$ cat src/hw/dacc_pkg.sv
// Package: register map, field positions and timing for the converter control block
package dacc_pkg;
   // =====================================================================
   // Register map
   localparam logic [11:0] CONTROL_OFFSET = 12'h000;
   localparam logic [11:0] VALUE_OFFSET = 12'h002;
   localparam logic [11:0] VALUE_ADDR = 12'h008;
   localparam logic [11:0] STATUS_ADDR = 12'h00C;
   // =====================================================================
   // Field positions
   localparam int CTRL_ENABLE_BIT = 0;
   localparam int CTRL_OUTBUF_BIT = 6;
   localparam int CTRL_STBYRUN_BIT = 7;
   localparam logic [7:0] CTRL_WRITE_MASK = 8'hC1;
   localparam logic [7:0] CTRL_RESET = 8'h00;
   localparam logic [15:0] VALUE_RESET = 16'h0000;
   localparam logic [15:0] VALUE_WRITE_MASK = 16'hFFC0;
   localparam int VALUE_LSB = 6;
   localparam int VALUE_WIDTH = 10;
   // =====================================================================
   // Timing
   localparam int CLK_PERIOD_NS = 8;
   localparam int STARTUP_NS = 1000;
   localparam int STARTUP_CYCLES = (STARTUP_NS + CLK_PERIOD_NS - 1) / CLK_PERIOD_NS;
   // =====================================================================
   // Types
   typedef enum logic [1:0] {
      DACC_SLEEP_ACTIVE,
      DACC_SLEEP_IDLE,
      DACC_SLEEP_STANDBY,
      DACC_SLEEP_POWERDOWN
   } dacc_sleep_t;
   typedef struct packed {
      logic coreOn;
      logic bufferOn;
      logic unbufferedOn;
      logic convStart;
      logic [VALUE_WIDTH-1:0] convValue;
   } dacc_analog_t;
endpackage

$ cat src/hw/dacc_control.sv
// Top: converter control logic with APB register slave
// Notes on behaviour
// - Enable bit zero of control turns the converter on; clearing turns off.
// - While enabled and ready, each high byte value write starts a new conversion.
// - While disabled, a value write waits; setting enable starts that conversion.
// - Output updates on a high byte write or when the core becomes ready; low byte alone changes nothing.
// - Ten-bit value lives in bits 15:6; low two bits 7:6, rest upper byte.
// - Output buffer enable bit six powers buffer and drives the pin.
// - Enabled converter feeds unbuffered output internally even with buffer off.
// - Standby run bit seven keeps converter and buffer alive in standby.
// - Without standby run, standby stops conversion, powers converter and buffer down.
// - Leaving such standby repowers converter, buffer if enabled, waits start-up time.
// - Power-down sleep turns converter and buffer off regardless of standby run.
module dacc_control #(
   parameter int STARTUP_CYCLES = dacc_pkg::STARTUP_CYCLES
) (
   input wire logic core_clk,
   input wire logic rst_n,
   input wire logic clkEn,
   input wire logic psel,
   input wire logic penable,
   input wire logic pwrite,
   input wire logic [11:0] paddr,
   input wire logic [31:0] pwdata,
   input wire logic [3:0] pstrb,
   output logic [31:0] prdata,
   output logic pready,
   output logic pslverr,
   input wire logic [1:0] sleepMode,
   output dacc_pkg::dacc_analog_t analogCtl
);
   // Refuse a start-up count the timer cannot serve
   if (STARTUP_CYCLES < 1) begin : gBadStartup
      $error("start-up count must be positive");
   end

   // =====================================================================
   // Bus decode
   function automatic logic isAddr(input logic [11:0] a, input logic [11:0] target);
      return a[11:2] == target[11:2];
   endfunction

   logic access;
   logic wrEn;
   logic ctrlHit;
   logic valueHit;
   logic statusHit;
   logic mapped;
   logic ctrlWr;
   logic valueLowWr;
   logic valueHighWr;
   logic [1:0] sleepS1_r;
   logic [1:0] sleepS2_r;

   assign access = psel && penable && clkEn;
   assign wrEn = access && pwrite;
   assign ctrlHit = isAddr(paddr, dacc_pkg::CONTROL_OFFSET);
   assign valueHit = isAddr(paddr, dacc_pkg::VALUE_ADDR);
   assign statusHit = isAddr(paddr, dacc_pkg::STATUS_ADDR);
   assign mapped = ctrlHit || valueHit || statusHit;
   assign pready = 1'b1;
   assign pslverr = psel && penable && !mapped;
   assign ctrlWr = wrEn && ctrlHit && pstrb[0];
   assign valueLowWr = wrEn && valueHit && pstrb[0];
   assign valueHighWr = wrEn && valueHit && pstrb[1];

   // =====================================================================
   // Sleep request from the power manager, another domain
   always_ff @(posedge core_clk or negedge rst_n) begin
      if (!rst_n) begin
         sleepS1_r <= 2'h0;
         sleepS2_r <= 2'h0;
      end else if (clkEn) begin
         sleepS1_r <= sleepMode;
         sleepS2_r <= sleepS1_r;
      end
   end

   dacc_pkg::dacc_sleep_t sleepState;
   assign sleepState = dacc_pkg::dacc_sleep_t'(sleepS2_r);

   // =====================================================================
   // Control register
   logic [7:0] control_r;
   logic enable;
   logic outBufEn;
   logic standbyRun;

   always_ff @(posedge core_clk or negedge rst_n) begin
      if (!rst_n) begin
         control_r <= dacc_pkg::CTRL_RESET;
      end else if (ctrlWr) begin
         control_r <= pwdata[7:0] & dacc_pkg::CTRL_WRITE_MASK;
      end
   end

   assign enable = control_r[dacc_pkg::CTRL_ENABLE_BIT];
   assign outBufEn = control_r[dacc_pkg::CTRL_OUTBUF_BIT];
   assign standbyRun = control_r[dacc_pkg::CTRL_STBYRUN_BIT];

   // =====================================================================
   // Value register, 10 bits left-aligned in 16
   logic [15:0] value_r;
   logic [15:0] valueNxt;

   always_comb begin
      valueNxt = value_r;
      if (valueLowWr) begin
         valueNxt[7:0] = pwdata[7:0] & dacc_pkg::VALUE_WRITE_MASK[7:0];
      end
      if (valueHighWr) begin
         valueNxt[15:8] = pwdata[15:8];
      end
   end

   always_ff @(posedge core_clk or negedge rst_n) begin
      if (!rst_n) begin
         value_r <= dacc_pkg::VALUE_RESET;
      end else if (clkEn) begin
         value_r <= valueNxt;
      end
   end

   // =====================================================================
   // Power gating for standby and power-down
   logic gated;
   logic corePower;
   logic coreReady;

   always_comb begin
      case (sleepState)
         dacc_pkg::DACC_SLEEP_STANDBY: gated = !standbyRun;
         dacc_pkg::DACC_SLEEP_POWERDOWN: gated = 1'b1;
         default: gated = 1'b0;
      endcase
   end

   assign corePower = enable && !gated;

   dacc_startup_timer #(
      .CYCLES(STARTUP_CYCLES)
   ) startupTimer (
      .core_clk(core_clk),
      .rst_n(rst_n),
      .clkEn(clkEn),
      .powered(corePower),
      .ready(coreReady)
   );

   // =====================================================================
   // Conversion sequencing
   // A high-byte write while not ready leaves a pending start; it fires once
   // enable is set and the core has settled, with the last value written before then.
   logic pending_r;
   logic startNow;
   logic startPulse_r;
   logic [dacc_pkg::VALUE_WIDTH-1:0] convValue_r;
   logic wasReady_r;

   assign startNow = coreReady && (valueHighWr || pending_r);

   always_ff @(posedge core_clk or negedge rst_n) begin
      if (!rst_n) begin
         pending_r <= 1'b0;
      end else if (clkEn) begin
         if (valueHighWr && !coreReady) begin
            pending_r <= 1'b1;
         end else if (startNow) begin
            pending_r <= 1'b0;
         end else if (coreReady && !wasReady_r) begin
            pending_r <= 1'b0;
         end
      end
   end

   // Repowering after standby restarts the output with the held value
   always_ff @(posedge core_clk or negedge rst_n) begin
      if (!rst_n) begin
         wasReady_r <= 1'b0;
      end else if (clkEn) begin
         wasReady_r <= coreReady;
      end
   end

   logic resumeStart;
   assign resumeStart = coreReady && !wasReady_r && !startNow;

   always_ff @(posedge core_clk or negedge rst_n) begin
      if (!rst_n) begin
         startPulse_r <= 1'b0;
         convValue_r <= '0;
      end else if (clkEn) begin
         startPulse_r <= startNow || resumeStart;
         if (startNow) begin
            convValue_r <= valueNxt[15:dacc_pkg::VALUE_LSB];
         end else if (resumeStart) begin
            convValue_r <= value_r[15:dacc_pkg::VALUE_LSB];
         end
      end else begin
         startPulse_r <= 1'b0;
      end
   end

   // =====================================================================
   // Analog controls
   logic coreOn_r;
   logic bufferOn_r;

   always_ff @(posedge core_clk or negedge rst_n) begin
      if (!rst_n) begin
         coreOn_r <= 1'b0;
         bufferOn_r <= 1'b0;
      end else if (clkEn) begin
         coreOn_r <= corePower;
         bufferOn_r <= corePower && outBufEn;
      end
   end

   assign analogCtl.coreOn = coreOn_r;
   assign analogCtl.bufferOn = bufferOn_r;
   assign analogCtl.unbufferedOn = coreOn_r;
   assign analogCtl.convStart = startPulse_r;
   assign analogCtl.convValue = convValue_r;

   // =====================================================================
   // Read data
   logic [31:0] rdNxt;

   always_comb begin
      rdNxt = 32'h0000_0000;
      if (ctrlHit) begin
         rdNxt[7:0] = control_r;
      end else if (valueHit) begin
         rdNxt[15:0] = value_r;
      end else if (statusHit) begin
         rdNxt[3:0] = {pending_r, coreReady, bufferOn_r, coreOn_r};
      end
   end

   always_ff @(posedge core_clk or negedge rst_n) begin
      if (!rst_n) begin
         prdata <= 32'h0000_0000;
      end else if (clkEn && psel && !penable && !pwrite) begin
         prdata <= rdNxt;
      end
   end
endmodule // dacc_control

$ cat src/hw/dacc_startup_timer.sv
// Start-up delay counter run after the converter core is powered
module dacc_startup_timer #(
   parameter int CYCLES = dacc_pkg::STARTUP_CYCLES
) (
   input wire logic core_clk,
   input wire logic rst_n,
   input wire logic clkEn,
   input wire logic powered,
   output logic ready
);
   localparam int CW = $clog2(CYCLES + 1);
   localparam logic [CW-1:0] TOP = CW'(CYCLES);
   logic [CW-1:0] count_r;

   // Refuse a count that the counter cannot serve
   if (CYCLES < 1) begin : gBadCycles
      $error("start-up count must be at least one cycle");
   end

   // =====================================================================
   // Counter restarts on every loss of power
   always_ff @(posedge core_clk or negedge rst_n) begin
      if (!rst_n) begin
         count_r <= '0;
      end else if (clkEn) begin
         if (!powered) begin
            count_r <= '0;
         end else if (count_r != TOP) begin
            count_r <= count_r + CW'(1);
         end
      end
   end

   assign ready = powered && (count_r == TOP);
endmodule // dacc_startup_timer

$ cat config.mk
export PLATFORM = sky130hd
export DESIGN_NAME = dacc_control
export DESIGN_NICKNAME = d
export VERILOG_FILES = /design/src/hw/dacc_pkg.sv /design/src/hw/dacc_control.sv /design/src/hw/dacc_startup_timer.sv
export SDC_FILE = /design/constraint.sdc
export NUM_CORES = 1
export LEC_CHECK = 0
export ABC_AREA = 0
export BUFFER_PORTS_ARGS = -buffer_cell sky130_fd_sc_hd__buf_2
export CAP_MARGIN = 30
export CELL_PAD_IN_SITES_DETAIL_PLACEMENT = 1
export CELL_PAD_IN_SITES_GLOBAL_PLACEMENT = 1
export CORE_MARGIN = 1.5
export CORE_UTILIZATION = 36
export DETAILED_ROUTE_END_ITERATION = 7
export PLACE_DENSITY = 0.87
export SLEW_MARGIN = 20
export SYNTH_ARGS = -nofsm -noshare
export SYNTH_HDL_FRONTEND = slang
export SYNTH_SLANG_ARGS = --single-unit
$ cat constraint.sdc
create_clock -name core_clk -period 2.1 [get_ports core_clk]
set_input_delay 0.21 -clock core_clk [delete_from_list [all_inputs] [get_ports core_clk]]
set_output_delay 0.21 -clock core_clk [all_outputs]
set_load 0.05 [all_outputs]
# == Word-level counts from Yosys, hierarchy flattened ==
# Cells that the tools add are included.
# totals
register_bits,55
latch_bits,0
ramBits,0
mem_bits_ro,0
inputBits,56
word_cells,73
n_memories,0
# classes
addsub,1
n_mul,0
div,0
magnitude_cmp,0
eq_ne,7
shifts,0
muxes,16
n_bitwise,0
n_reduce_logical,37
# op_table
operator,n
8-bit two-way mux,4
"10-bit by 2-bit == test with 1-bit output, second input constant",2
10-bit two-way mux,2
1-bit logical AND,19
7-bit two-way mux,2
12-bit two-way mux,1
10-bit logical NOT,1
1-bit logical NOT,8
4-bit two-way mux,2
"7-bit by 1-bit adder with 7-bit output, second input constant",1
"7-bit == test, second input constant",1
"7-bit inequality test, second input constant",1
2-bit AND reduction,3
"2-bit == test, second input constant",2
1-bit logical OR,4
1-bit two-way mux,4
3-bit nonzero test,1
"2-bit by 1-bit inequality test with 1-bit output, second input constant",1
1-bit one-hot mux with 2 select lines,1
2-bit nonzero test,1

# == Logic depth before layout (Yosys ltp) ==
# Gate-level depths: netlist of the first run.
# depth
word_depth,11
mapped_depth,9
depth_no_buf,7

# == By module ==
# A second synthesis of the first run with hierarchy kept.
# unflattened
cells_unflattened,242
area_unflattened_um2,2587.5
# by_module_without_submodules
module,instances,cells_per_inst,area_per_inst_um2,seq_area_each_um2
dacc_control,1,196,2144.6,1151.1
dacc_startup_timer,1,46,442.9,175.2

# == Worst setup path before layout of the first run ==
# OpenSTA, ideal clock, no wires.
# synth_path
path_type,flip-flop to flip-flop
start,reg startupTimer.count_r[1]
end,reg convValue_r[1] (netlist bit)
t_arrival_ps,1629
path_slack_ps,350
path_stages_with_launch,9
n_path_buf,2
cell_sequence,dfrtp_1 > inv_1 > ha_1 > nand2_1 > a2111oi_4 > buf_6 > o311ai_4 > buf_6 > a22o_1
# synth_via
elab_chain_cells,7
word_cells_on_any_way,9
classes_between,eq/ne: 1; mux: 1; reduce/logical: 7
# synth_rtl
element,line,text
"start, declared",dacc_startup_timer.sv:13,logic [CW-1:0] count_r;
"start signal, assigned",dacc_startup_timer.sv:29,count_r <= count_r + CW'(1);
7-bit == test *,dacc_startup_timer.sv:34,assign ready = powered && (count_r == TOP);
1-bit logical AND *,dacc_startup_timer.sv:34,
1-bit logical AND,dacc_control.sv:160,assign startNow = coreReady && (valueHighWr || pending_r);
1-bit logical NOT,dacc_control.sv:186,assign resumeStart = coreReady && !wasReady_r && !startNow;
1-bit logical AND,dacc_control.sv:186,
2-bit nonzero test (no line),n/a,
2-bit AND reduction (no line),n/a,
"end signal, assigned",dacc_control.sv:195,convValue_r <= valueNxt[15:dacc_pkg::VALUE_LSB];
"end signal, assigned",dacc_control.sv:197,convValue_r <= value_r[15:dacc_pkg::VALUE_LSB];
"end, declared",dacc_control.sv:157,logic [dacc_pkg::VALUE_WIDTH-1:0] convValue_r;
# Mark *: on every way between the ends. The rest lies on a longest branch, timed or not.
# A chain may end at the register's enable or synchronous reset.

# == Worst setup path after layout of the first run ==
# layout_path
start,reg sleepS2_r[0]
end,reg convValue_r[0] (netlist bit)
# layout_via
elab_chain_cells,10
word_cells_on_any_way,13
classes_between,eq/ne: 2; mux: 2; reduce/logical: 9
# layout_rtl
element,line,text
"start, declared",dacc_control.sv:53,logic [1:0] sleepS2_r;
"start signal, assigned",dacc_control.sv:75,sleepS2_r <= sleepS1_r;
2-bit == test,dacc_control.sv:131,case (sleepState)
1-bit one-hot mux with 2 select lines *,dacc_control.sv:131,
1-bit logical NOT *,dacc_control.sv:138,assign corePower = enable && !gated;
1-bit logical AND *,dacc_control.sv:138,
1-bit logical AND *,dacc_startup_timer.sv:34,
1-bit logical AND,dacc_control.sv:160,
1-bit logical NOT,dacc_control.sv:186,
1-bit logical AND,dacc_control.sv:186,
2-bit nonzero test (no line),n/a,
2-bit AND reduction (no line),n/a,
# Marked as above.

==> results of run 1 <==
worst paths after layout:
kind	startpoint	end	cells past startpoint
worst max-delay path	sleepS2_r[0]	convValue_r[0]	7
worst min-delay path	pwdata[15]	value_r[15]	2
worst max register to register	sleepS2_r[0]	convValue_r[0]	7
worst min register to register	prdata[11]	prdata[11]	2
max in group asynchronous	rst_n	control_r[6]	3
min in group asynchronous	rst_n	convValue_r[5]	2
power groups by stage:
| stage | clock network, uW | logic (uW) | registers [uW] |
|---|---|---|---|
| 3_5_place_dp | 0 | 225 | 1070 |
| 6_report | 575 | 225 | 1050 |
| 4_1_cts | 589 | 227 | 1050 |
| 2_1_floorplan | 0 | 144 | 1090 |
| 5_1_grt | 624 | 242 | 1050 |
| 3_3_place_gp | 0 | 220 | 1070 |
logic make-up (layout without fill, tap and decap cells):
kind of cell    after synthesis  count (layout)  synth area share, %
fa+ha+maj                     2               2                0.950
buf+inv                      38              79                 9.70
compound gates               34              35                 9.41
flops                        53              53                 50.4
mux                          26              26                 10.7
xor+xnor                      5               5                 1.66
simple gates                 81              81                 16.9
other cells                   2              19                0.285
through the flow:
| stage | cell area (sq um) | utilization, % | hold WS [ns] | setup slack (ns) | power (uW) |
|---|---|---|---|---|---|
| final | 3050 | 43.9 | 0.143 | 0.258 | 1850 |
| after global routing | 3050 | 43.9 | 0.140 | 0.157 | 1920 |
| after CTS | 3020 | 43.5 | 0.139 | 0.0461 | 1870 |
| after detailed placement | 2930 | 42.1 | 0.269 | 0.0803 | 1300 |
| after global placement | 2930 | 42.1 | 0.263 | 0.0927 | 1290 |
| after floorplan | 2700 | - | -0.0856 | 0.350 | 1240 |
registers in the layout (all words and copies together), names as in the netlist:
signal	cells
prdata	14
convValue_r	10
value_r	10
startupTimer.count_r	7
control_r	3
sleepS1_r	2
sleepS2_r	2
bufferOn_r	1
coreOn_r	1
pending_r	1
startPulse_r	1
wasReady_r	1
area by class of cell:
class	count	area, sq um	share of cell area, %
clock buffer	6	72.6	2.38
clock inverter	2	13.8	0.452
inverter	5	18.8	0.616
multi-input combinational	168	1130	37.1
sequential	53	1330	43.5
tap	96	120	3.94
timing repair buffer	66	363	11.9
per-layer routing:
layer  vias up  GRT usage, %  routed length [um]
met5         -             0                   0
met4         0          4.12                  54
met3         7          3.08                 226
met2        46          28.0                3190
met1       934          19.0                2550
li1        908             -                   -
repair_timing:
action                                  in CTS  in global routing
buffers inserted                             0                  1
hold endpoints to repair                    27                  0
endpoints found under the setup margin       0                 11
hold buffers                                 1                  0
cells in the mapped netlist (all sizes together), types with 2 or more instances:
master	count	area share (%)
o21ai	20	3.8
nor2	12	1.7
and4	3	1.1
nand3	4	0.76
conb	2	0.29
nand2b	5	1.2
o21a	2	0.57
inv	5	0.71
ha	2	0.95
nand4	2	0.71
xnor2	3	1.0
a221oi	2	0.67
mux2	18	7.7
buf	30	8.6
mux2i	8	3.0
clkbuf	3	0.43
nor3	4	0.76
xor2	2	0.67
nand2	37	5.4
and3b	2	0.67
dfrtp	53	50
nor4	2	1.6
a21oi	2	0.38
a22o	5	1.7
nor3b	2	0.57
worst max-delay path, delay by kind of cell, from the launching register on:
kind	cells	cell delay, ns
buf+inv	2	0.38
flops	1	0.41
simple gates	2	0.26
compound gates	3	0.68
==> metrics.txt, run 1 <==
most frequent cells in the layout=buf_2, dfrtp_1, nand2_1, o21ai_0, conb_1; 1st-iter DRT viols=80; GRT Residual Overflow=0; H-tree Lvls=2; clk slew on worst S/H paths=0.10 ns; Post-Syn Area=0.00263 sq mm; sequential share of power=56.8%; Tcrit/Tclk final=87.7%; EDFF count, synth=0; quantity of gates resized following cts=0; antenna violations before repair=0; # nets final=357; ordered cell list for the critical path=nand2b_1 -> a2111oi_4 -> buf_4 -> buf_4 -> o21a_1 -> nand2b_1 -> a22o_1; worst path arrival time=2.03 ns; power per cell area=608 mW/mm^2; VDD IR-drop max=0.000421 V; crit-path max FO=8; core footprint=0.00694 sq mm; Routability Congestion=0.773; Fin Clk Skew=0.0113 ns; GRT Total Usage=15.6%; Slew headroom=56.5%; row cnt=30; per-cell routed wire length=15.2 um; number of max-cap violations=0; power share of the combinational group=12.2%; final wirelength=6020 um; Startpoint Class=flop; height of the die=88.5 um; DRC=0; critical path's slowest cell=dfrtp_1; port buffer count=59; RSZ-0062 raised after global routing=no; fmax=543 MHz; Most used DFF post-synth=dfrtp_1; Via Count=1895; clock power share=31.1%; Yosys reg bits=53; Mapped Cells=241; final setup violation count=0; status=finished, final reports clean; Placed Cells=385; register area share after synthesis=50.4%; die footprint=0.00783 sq mm; leading cell type in the layout, fill and taps excluded=buf_2; CTS tree=done; CTS Buffer Depth=2; first-pass GRT wire length=9200 um; Max Slew Vio Count=0; post-DP HPWL=4590 um; Leakage Power=0.00153 uW; Hold WC Path Type=primary input to flop; Sw Share=28.2%; initial core utilization=37.9%; DIE WIDTH=88.5 um; CTS Buf Count=5; Int Pwr=1330 uW; Hold Violations, Final=0; Area Growth Syn to Fin=15.7%; clk root buf=clkbuf_8; vias in the first global route=1929; Worst-Margin Slew=0.651 ns; reg-to-reg slack, setup=0.26 ns; Via-to-Cell Ratio=4.79; setup TNS=0 ns; ANT nets after route=0; Ports=104; CP Data Required Time=2.29 ns; Net Sw Power=521 uW; share of layout cells above drive strength 1=33.0%; fillcell total=811; final non-filler cell total=396; CP endpoint kind=flop; Unique masters post-synth=43; ant diodes=0; synth warn=0; Pre-antenna DRT Iters=4; clock sinks=53; largest net degree at the start of global routing=29; CP Class=flop to flop; Worst-Skew Late Latency=0.31 ns; largest stage delay on the critical path=0.41 ns; min cycle time layout=1.84 ns; asr flop ratio synth=100%; Synth Area per Inst=10.9 sq um
Note: power is estimated with default switching activity, not from simulation.
==> inputs of run 2 (changes only) <==
- REMOVE_ABC_BUFFERS: default -> 1
==> run 2 against run 1 <==
Compared with the run above:
- clock skew up 0.0014 ns
- clock power up 4.5%
- design area unchanged
- via count up 2.8%
- critical path type unchanged
- critical endpoint is now startupTimer.count_r[5]
- highest routed layer unchanged
==> metrics.txt, run 2 (same netlist as run 1, synthesis figures left out) <==
power per cell area=614 mW/mm^2 (was 608 mW/mm^2); Post-Place Worst Slack=0.0000695 ns (was 0.0803 ns); GRT Total Usage=16.7% (was 15.6%); hold-fix buffers at CTS=0 (was 1); ordered cell list for the critical path=ha_1 -> nand2_1 -> a2111oi_4 -> buf_4 -> buf_4 -> nor4b_2 -> xnor2_1 -> nor2_1 (was nand2b_1 -> a2111oi_4 -> buf_4 -> buf_4 -> o21a_1 -> nand2b_1 -> a22o_1); setup TNS=0 ns (unchanged); min cycle time layout=1.89 ns (was 1.84 ns); M3 GR Usage=3.17% (was 3.08%); Hold WC Path Type=primary input to asynchronous set/reset pin (was primary input to flop); fmax=530 MHz (was 543 MHz); Ports=104 (unchanged); Placed Cells=386 (was 385); crit-path max FO=8 (unchanged); port buffer count=59 (unchanged); most frequent cells in the layout=buf_2, dfrtp_1, nand2_1, o21ai_0, conb_1 (unchanged); GR Util met1=21.5% (was 19.0%); 1st-iter DRT viols=64 (was 80); Hold Slack=0.000541 ns (was 0.143 ns); worst setup margin=0.214 ns (was 0.258 ns); status=finished, final reports clean (unchanged); Sw Share=28.9% (was 28.2%); Via Count=1948 (was 1895); Int Pwr=1330 uW (about the same); ANT nets after route=0 (unchanged); Area Growth Syn to Fin=15.7% (unchanged); Tcrit/Tclk final=89.8% (was 87.7%); post-DP HPWL=4530 um (was 4590 um); leading cell type in the layout, fill and taps excluded=buf_2 (unchanged); share of layout cells above drive strength 1=34.0% (was 33.0%); DIE WIDTH=88.5 um (unchanged); CP dominant cell by count=buf_4; max reg flops=14 (unchanged); vias in the first global route=2040 (was 1929); Max Slew Vio Count=0 (unchanged); clk slew on worst S/H paths=0.11 ns (was 0.10 ns); ant diodes=0 (unchanged); DRC=0 (unchanged); Hold Violations, Final=0 (unchanged); largest stage delay on the critical path=0.44 ns (was 0.41 ns); final non-filler cell total=396 (unchanged); clock sinks=53 (unchanged); clock power share=32.1% (was 31.1%); CP Buf/Inv Count=2 (unchanged); Leakage Power=0.00153 uW (about the same); height of the die=88.5 um (unchanged); RSZ-0062 raised after global routing=no (unchanged); core footprint=0.00694 sq mm (unchanged); die footprint=0.00783 sq mm (unchanged); final instance area=0.00305 sq mm (unchanged); CTS tree=done (unchanged); Startpoint Class=flop (unchanged); power share of the combinational group=11.8% (was 12.2%); final setup violation count=0 (unchanged); per-cell routed wire length=15.4 um (was 15.2 um); Routability Congestion=0.769 (was 0.773); critical path's slowest cell=dfrtp_1 (unchanged); Net Sw Power=540 uW (was 521 uW); Fin Clk Skew=0.0128 ns (was 0.0113 ns); final wirelength=6100 um (was 6020 um); Slew headroom=53.6% (was 56.5%); Pre-antenna DRT Iters=4 (unchanged); # nets final=357 (unchanged); CTS Buffer Depth=2 (unchanged); Via-to-Cell Ratio=4.92 (was 4.79); Worst-Skew Late Latency=0.31 ns (about the same); grt peak-use layer=met2 (unchanged); CTS Buf Count=5 (unchanged); H-tree Lvls=2 (unchanged); CP Data Required Time=2.28 ns (was 2.29 ns); sequential share of power=56.1% (was 56.8%); CP Class=flop to flop (unchanged); antenna violations before repair=0 (unchanged); first-pass GRT wire length=9960 um (was 9200 um); cell family with most CP delay=simple AND/OR/NAND/NOR gates (was compound AO/OA/AOI/OAI gates); DP Area=0.00292 sq mm (was 0.00293 sq mm); Worst-Margin Slew=0.695 ns (was 0.651 ns); VDD IR-drop max=0.000278 V (was 0.000421 V); GRT met2 Usage=28.9% (was 28.0%); row cnt=30 (unchanged); largest net degree at the start of global routing=54 (was 29); clk root buf=clkbuf_8 (unchanged); CP endpoint kind=flop (unchanged); initial core utilization=37.9% (unchanged); worst path arrival time=2.07 ns (was 2.03 ns); most flop-heavy register=prdata (unchanged); Regs by FF count=prdata (14), convValue_r (10), value_r (10) (unchanged); number of max-cap violations=0 (unchanged); fillcell total=794 (was 811); GRT Residual Overflow=0 (unchanged)
## run 2: cell count changes in the layout (fill, tap and decap cells not counted), sizes merged
cell,before,now
buf,65,66
clkbuf,6,5
clkinv,1,0
clkinvlp,0,2
dlygate4sd3,1,0
## run 2: per-stage QoR
step                util (%)  total power [uW]
finish                  43.9              1870
global route            43.9              1960
CTS                     43.8              1900
detailed placement      42.1              1290
global placement        42.1              1290
floorplan                  -              1200
## run 2: power groups by stage
stage / combinational (uW) / sequential, uW / clock, uW
after floorplan: 110 / 1090 / 0
after global placement: 218 / 1070 / 0
after detailed placement: 221 / 1070 / 0
after CTS: 222 / 1050 / 624
after global routing: 238 / 1050 / 668
final: 220 / 1050 / 601
## run 2: layout make-up
type | count | area (sq um) | share of cell area (%)
inverter | 5 | 18.8 | 0.616
sequential | 53 | 1330 | 43.5
clock inverter | 3 | 26.3 | 0.863
multi-input combinational | 168 | 1140 | 37.3
clock buffer | 5 | 68.8 | 2.26
timing repair buffer | 66 | 348 | 11.4
tap | 96 | 120 | 3.94
## run 2: path summary, 6_finish.rpt
kind	endpoint	startpoint	cells past startpoint	slack (ns)
max	startupTimer.count_r[5]	startupTimer.count_r[0]	8	0.21
min	convValue_r[9]	rst_n	2	0.0005
max reg2reg	startupTimer.count_r[5]	startupTimer.count_r[0]	8	0.21
min reg2reg	convValue_r[4]	convValue_r[4]	2	0.49
max in group asynchronous	control_r[6]	rst_n	2	1.63
min in group core_clk	sleepS1_r[1]	sleepMode[1]	2	0.14
## run 2: repair_timing
action                     in CTS  in global routing
pin swaps                       2                  0
gates cloned                    1                  0
resized for setup               0                  1
setup buffers                   1                  0
setup endpoints to repair       2                  1
## run 2: routing by layer
metal	wire [um]	part of all wire, %
met5	0	0
met4	37	0.61
met3	267	4.4
met2	3110	51
met1	2690	44
==> inputs of run 3 (changes only) <==
- clock period: 2.1 -> 1.9 ns (I/O delays scaled with it)
==> run 3 against run 2 <==
Compared with the run above:
- design area is 2.8% higher
- via count is 3.7% higher
- total power grew 11%
- clock skew shrank 0.0047 ns
- non-clock buffer count grew 6
- critical endpoint is now convValue_r[2]
- largest power group unchanged
==> metrics.txt, run 3 (same netlist as run 1, synthesis figures left out) <==
GRT Residual Overflow=0 (unchanged); final instance area=0.00313 sq mm (was 0.00305 sq mm); Area Growth Syn to Fin=18.9% (was 15.7%); Hold WC Path Type=primary input to flop (was primary input to asynchronous set/reset pin); final non-filler cell total=403 (was 396); Ports=104 (unchanged); max reg flops=14 (unchanged); RSZ-0062 raised after global routing=no (unchanged); Max Slew Vio Count=0 (unchanged); per-cell routed wire length=16.4 um (was 15.4 um); Placed Cells=390 (was 386); worst path arrival time=2.01 ns (was 2.07 ns); share of layout cells above drive strength 1=34.9% (was 34.0%); Worst-Skew Late Latency=0.31 ns (about the same); first-pass GRT wire length=10300 um (was 9960 um); GR Util met1=22.4% (was 21.5%); post-DP HPWL=4650 um (was 4530 um); clk root buf=clkbuf_8 (unchanged); power per cell area=661 mW/mm^2 (was 614 mW/mm^2); reg-to-reg slack, setup=0.12 ns (was 0.21 ns); M3 GR Usage=2.52% (was 3.17%); row cnt=30 (unchanged); final wirelength=6620 um (was 6100 um); grt peak-use layer=met2 (unchanged); 1st-iter DRT viols=98 (was 64); Routability Congestion=0.794 (was 0.769); Worst-Margin Slew=0.510 ns (was 0.695 ns); CP Data Required Time=2.13 ns (was 2.28 ns); hold_sp=sleepMode[1]; most flop-heavy register=prdata (unchanged); Tcrit/Tclk final=93.8% (was 89.8%); vias in the first global route=2090 (was 2040); CTS Buf Count=5 (unchanged); clk slew on worst S/H paths=0.10 ns (was 0.11 ns); Fin Clk Skew=0.00802 ns (was 0.0128 ns); reg-to-reg startpoint=sleepS2_r[0] (was startupTimer.count_r[0]); # nets final=364 (was 357); port buffer count=59 (unchanged); DRC=0 (unchanged); H-tree Lvls=2 (unchanged); Leakage Power=0.00158 uW (was 0.00153 uW); GRT Total Usage=17.2% (was 16.7%); setup TNS=0 ns (unchanged); initial core utilization=37.9% (unchanged); Hold Violations, Final=0 (unchanged); largest net degree at the start of global routing=54 (unchanged); core footprint=0.00694 sq mm (unchanged); post-layout util=45.1% (was 43.9%); most frequent cells in the layout=buf_2, dfrtp_1, nand2_1, o21ai_0, conb_1 (unchanged); antenna violations before repair=0 (unchanged); fmax=561 MHz (was 530 MHz); CP Class=flop to flop (unchanged); die footprint=0.00783 sq mm (unchanged); Slew headroom=66.0% (was 53.6%); Startpoint Class=flop (unchanged); Hold EP=sleepS1_r[1]; Via Count=2020 (was 1948); ANT nets after route=0 (unchanged); DP Area=0.00296 sq mm (was 0.00292 sq mm); DIE WIDTH=88.5 um (unchanged); RR Endpoint=convValue_r[2] (was startupTimer.count_r[5]); final setup violation count=0 (unchanged); VDD IR-drop max=0.000414 V (was 0.000278 V); ant diodes=0 (unchanged); min cycle time layout=1.78 ns (was 1.89 ns); crit-path max FO=10 (was 8); CTS Buffer Depth=2 (unchanged); fillcell total=812 (was 794); number of max-cap violations=0 (unchanged); CTS tree=done (unchanged); R2R depth=5 (was 8); GRT met2 Usage=31.2% (was 28.9%); CP endpoint kind=flop (unchanged); leading cell type in the layout, fill and taps excluded=buf_2 (unchanged); Via-to-Cell Ratio=5.01 (was 4.92); Hold Slack=0.112 ns (was 0.000541 ns); WHS Path Cells=2; status=finished, final reports clean (unchanged); Pre-antenna DRT Iters=4 (unchanged); clock sinks=53 (unchanged); Regs by FF count=prdata (14), convValue_r (10), value_r (10) (unchanged); height of the die=88.5 um (unchanged)
## run 3: cell types whose count changed in the layout (fill, tap and decap cells not counted)
cell and change:
buf_2 +1, clkinv_2 +1, o311ai_4 +1, inv_8 -1, nand2_4 +1, buf_4 +2, inv_6 +1, buf_12 +1
clkinvlp_4 -2, dlygate4sd3_1 +1, nand2_2 -1, clkbuf_1 +1, buf_6 +1
## run 3: worst max-delay path, cell delays in order (launching register included)
cell and delay, ns:
dfrtp_1 0.38, nand2b_1 0.19, a2111oi_4 0.42, buf_2 0.28, o311ai_4 0.21, o21ai_0 0.23
## run 3: layer usage
metal	vias to the layer above	part of all wire, %
li1	921	-
met1	1037	45
met2	57	50
met3	5	4.2
met4	0	0.63
met5	-	0
## run 3: worst max-delay path by stage
| stage | start | to | depth (start not counted) |
|---|---|---|---|
| floorplan | startupTimer.count_r[1] | convValue_r[0] | 6 |
| global placement | startupTimer.count_r[1] | convValue_r[0] | 7 |
| detailed placement | paddr[9] | convValue_r[8] | 7 |
| CTS | startupTimer.count_r[1] | convValue_r[0] | 7 |
| global route | sleepS2_r[0] | convValue_r[9] | 6 |
| finish | sleepS2_r[0] | convValue_r[2] | 5 |
## run 3: metrics by stage
stage | power, uW | worst slack [ns]
after floorplan | 1330 | -0.0720
after global placement | 1430 | -0.00411
after detailed placement | 1440 | -0.0422
after CTS | 2080 | 0.0322
after global routing | 2140 | 0.0144
final | 2070 | 0.118
## run 3: power by group
group          switching (uW)  total [uW]  internal, uW
Combinational             193         255          62.3
Sequential               14.3        1160          1150
Clock                     388         652           264
Total                     595        2070          1470
## run 3: what timing repair did
action                                  CTS  global route
endpoints found under the hold margin    53             0
resized for setup                         2             2
hold buffers                              1             0
endpoints found under the setup margin    9            10
pin swaps                                 0             1
gates cloned                              1             2
buffers inserted                          0             1
## run 3: area by class of cell
type                            count  area, sq um  area share, %
Tap cell                           96          120           3.84
Clock inverter                      2         13.8          0.440
Multi-Input combinational cell    169         1170           37.3
Clock buffer                        6         72.6           2.32
Timing Repair Buffer               72          409           13.1
Inverter                            5         18.8          0.600
Sequential cell                    53         1330           42.4
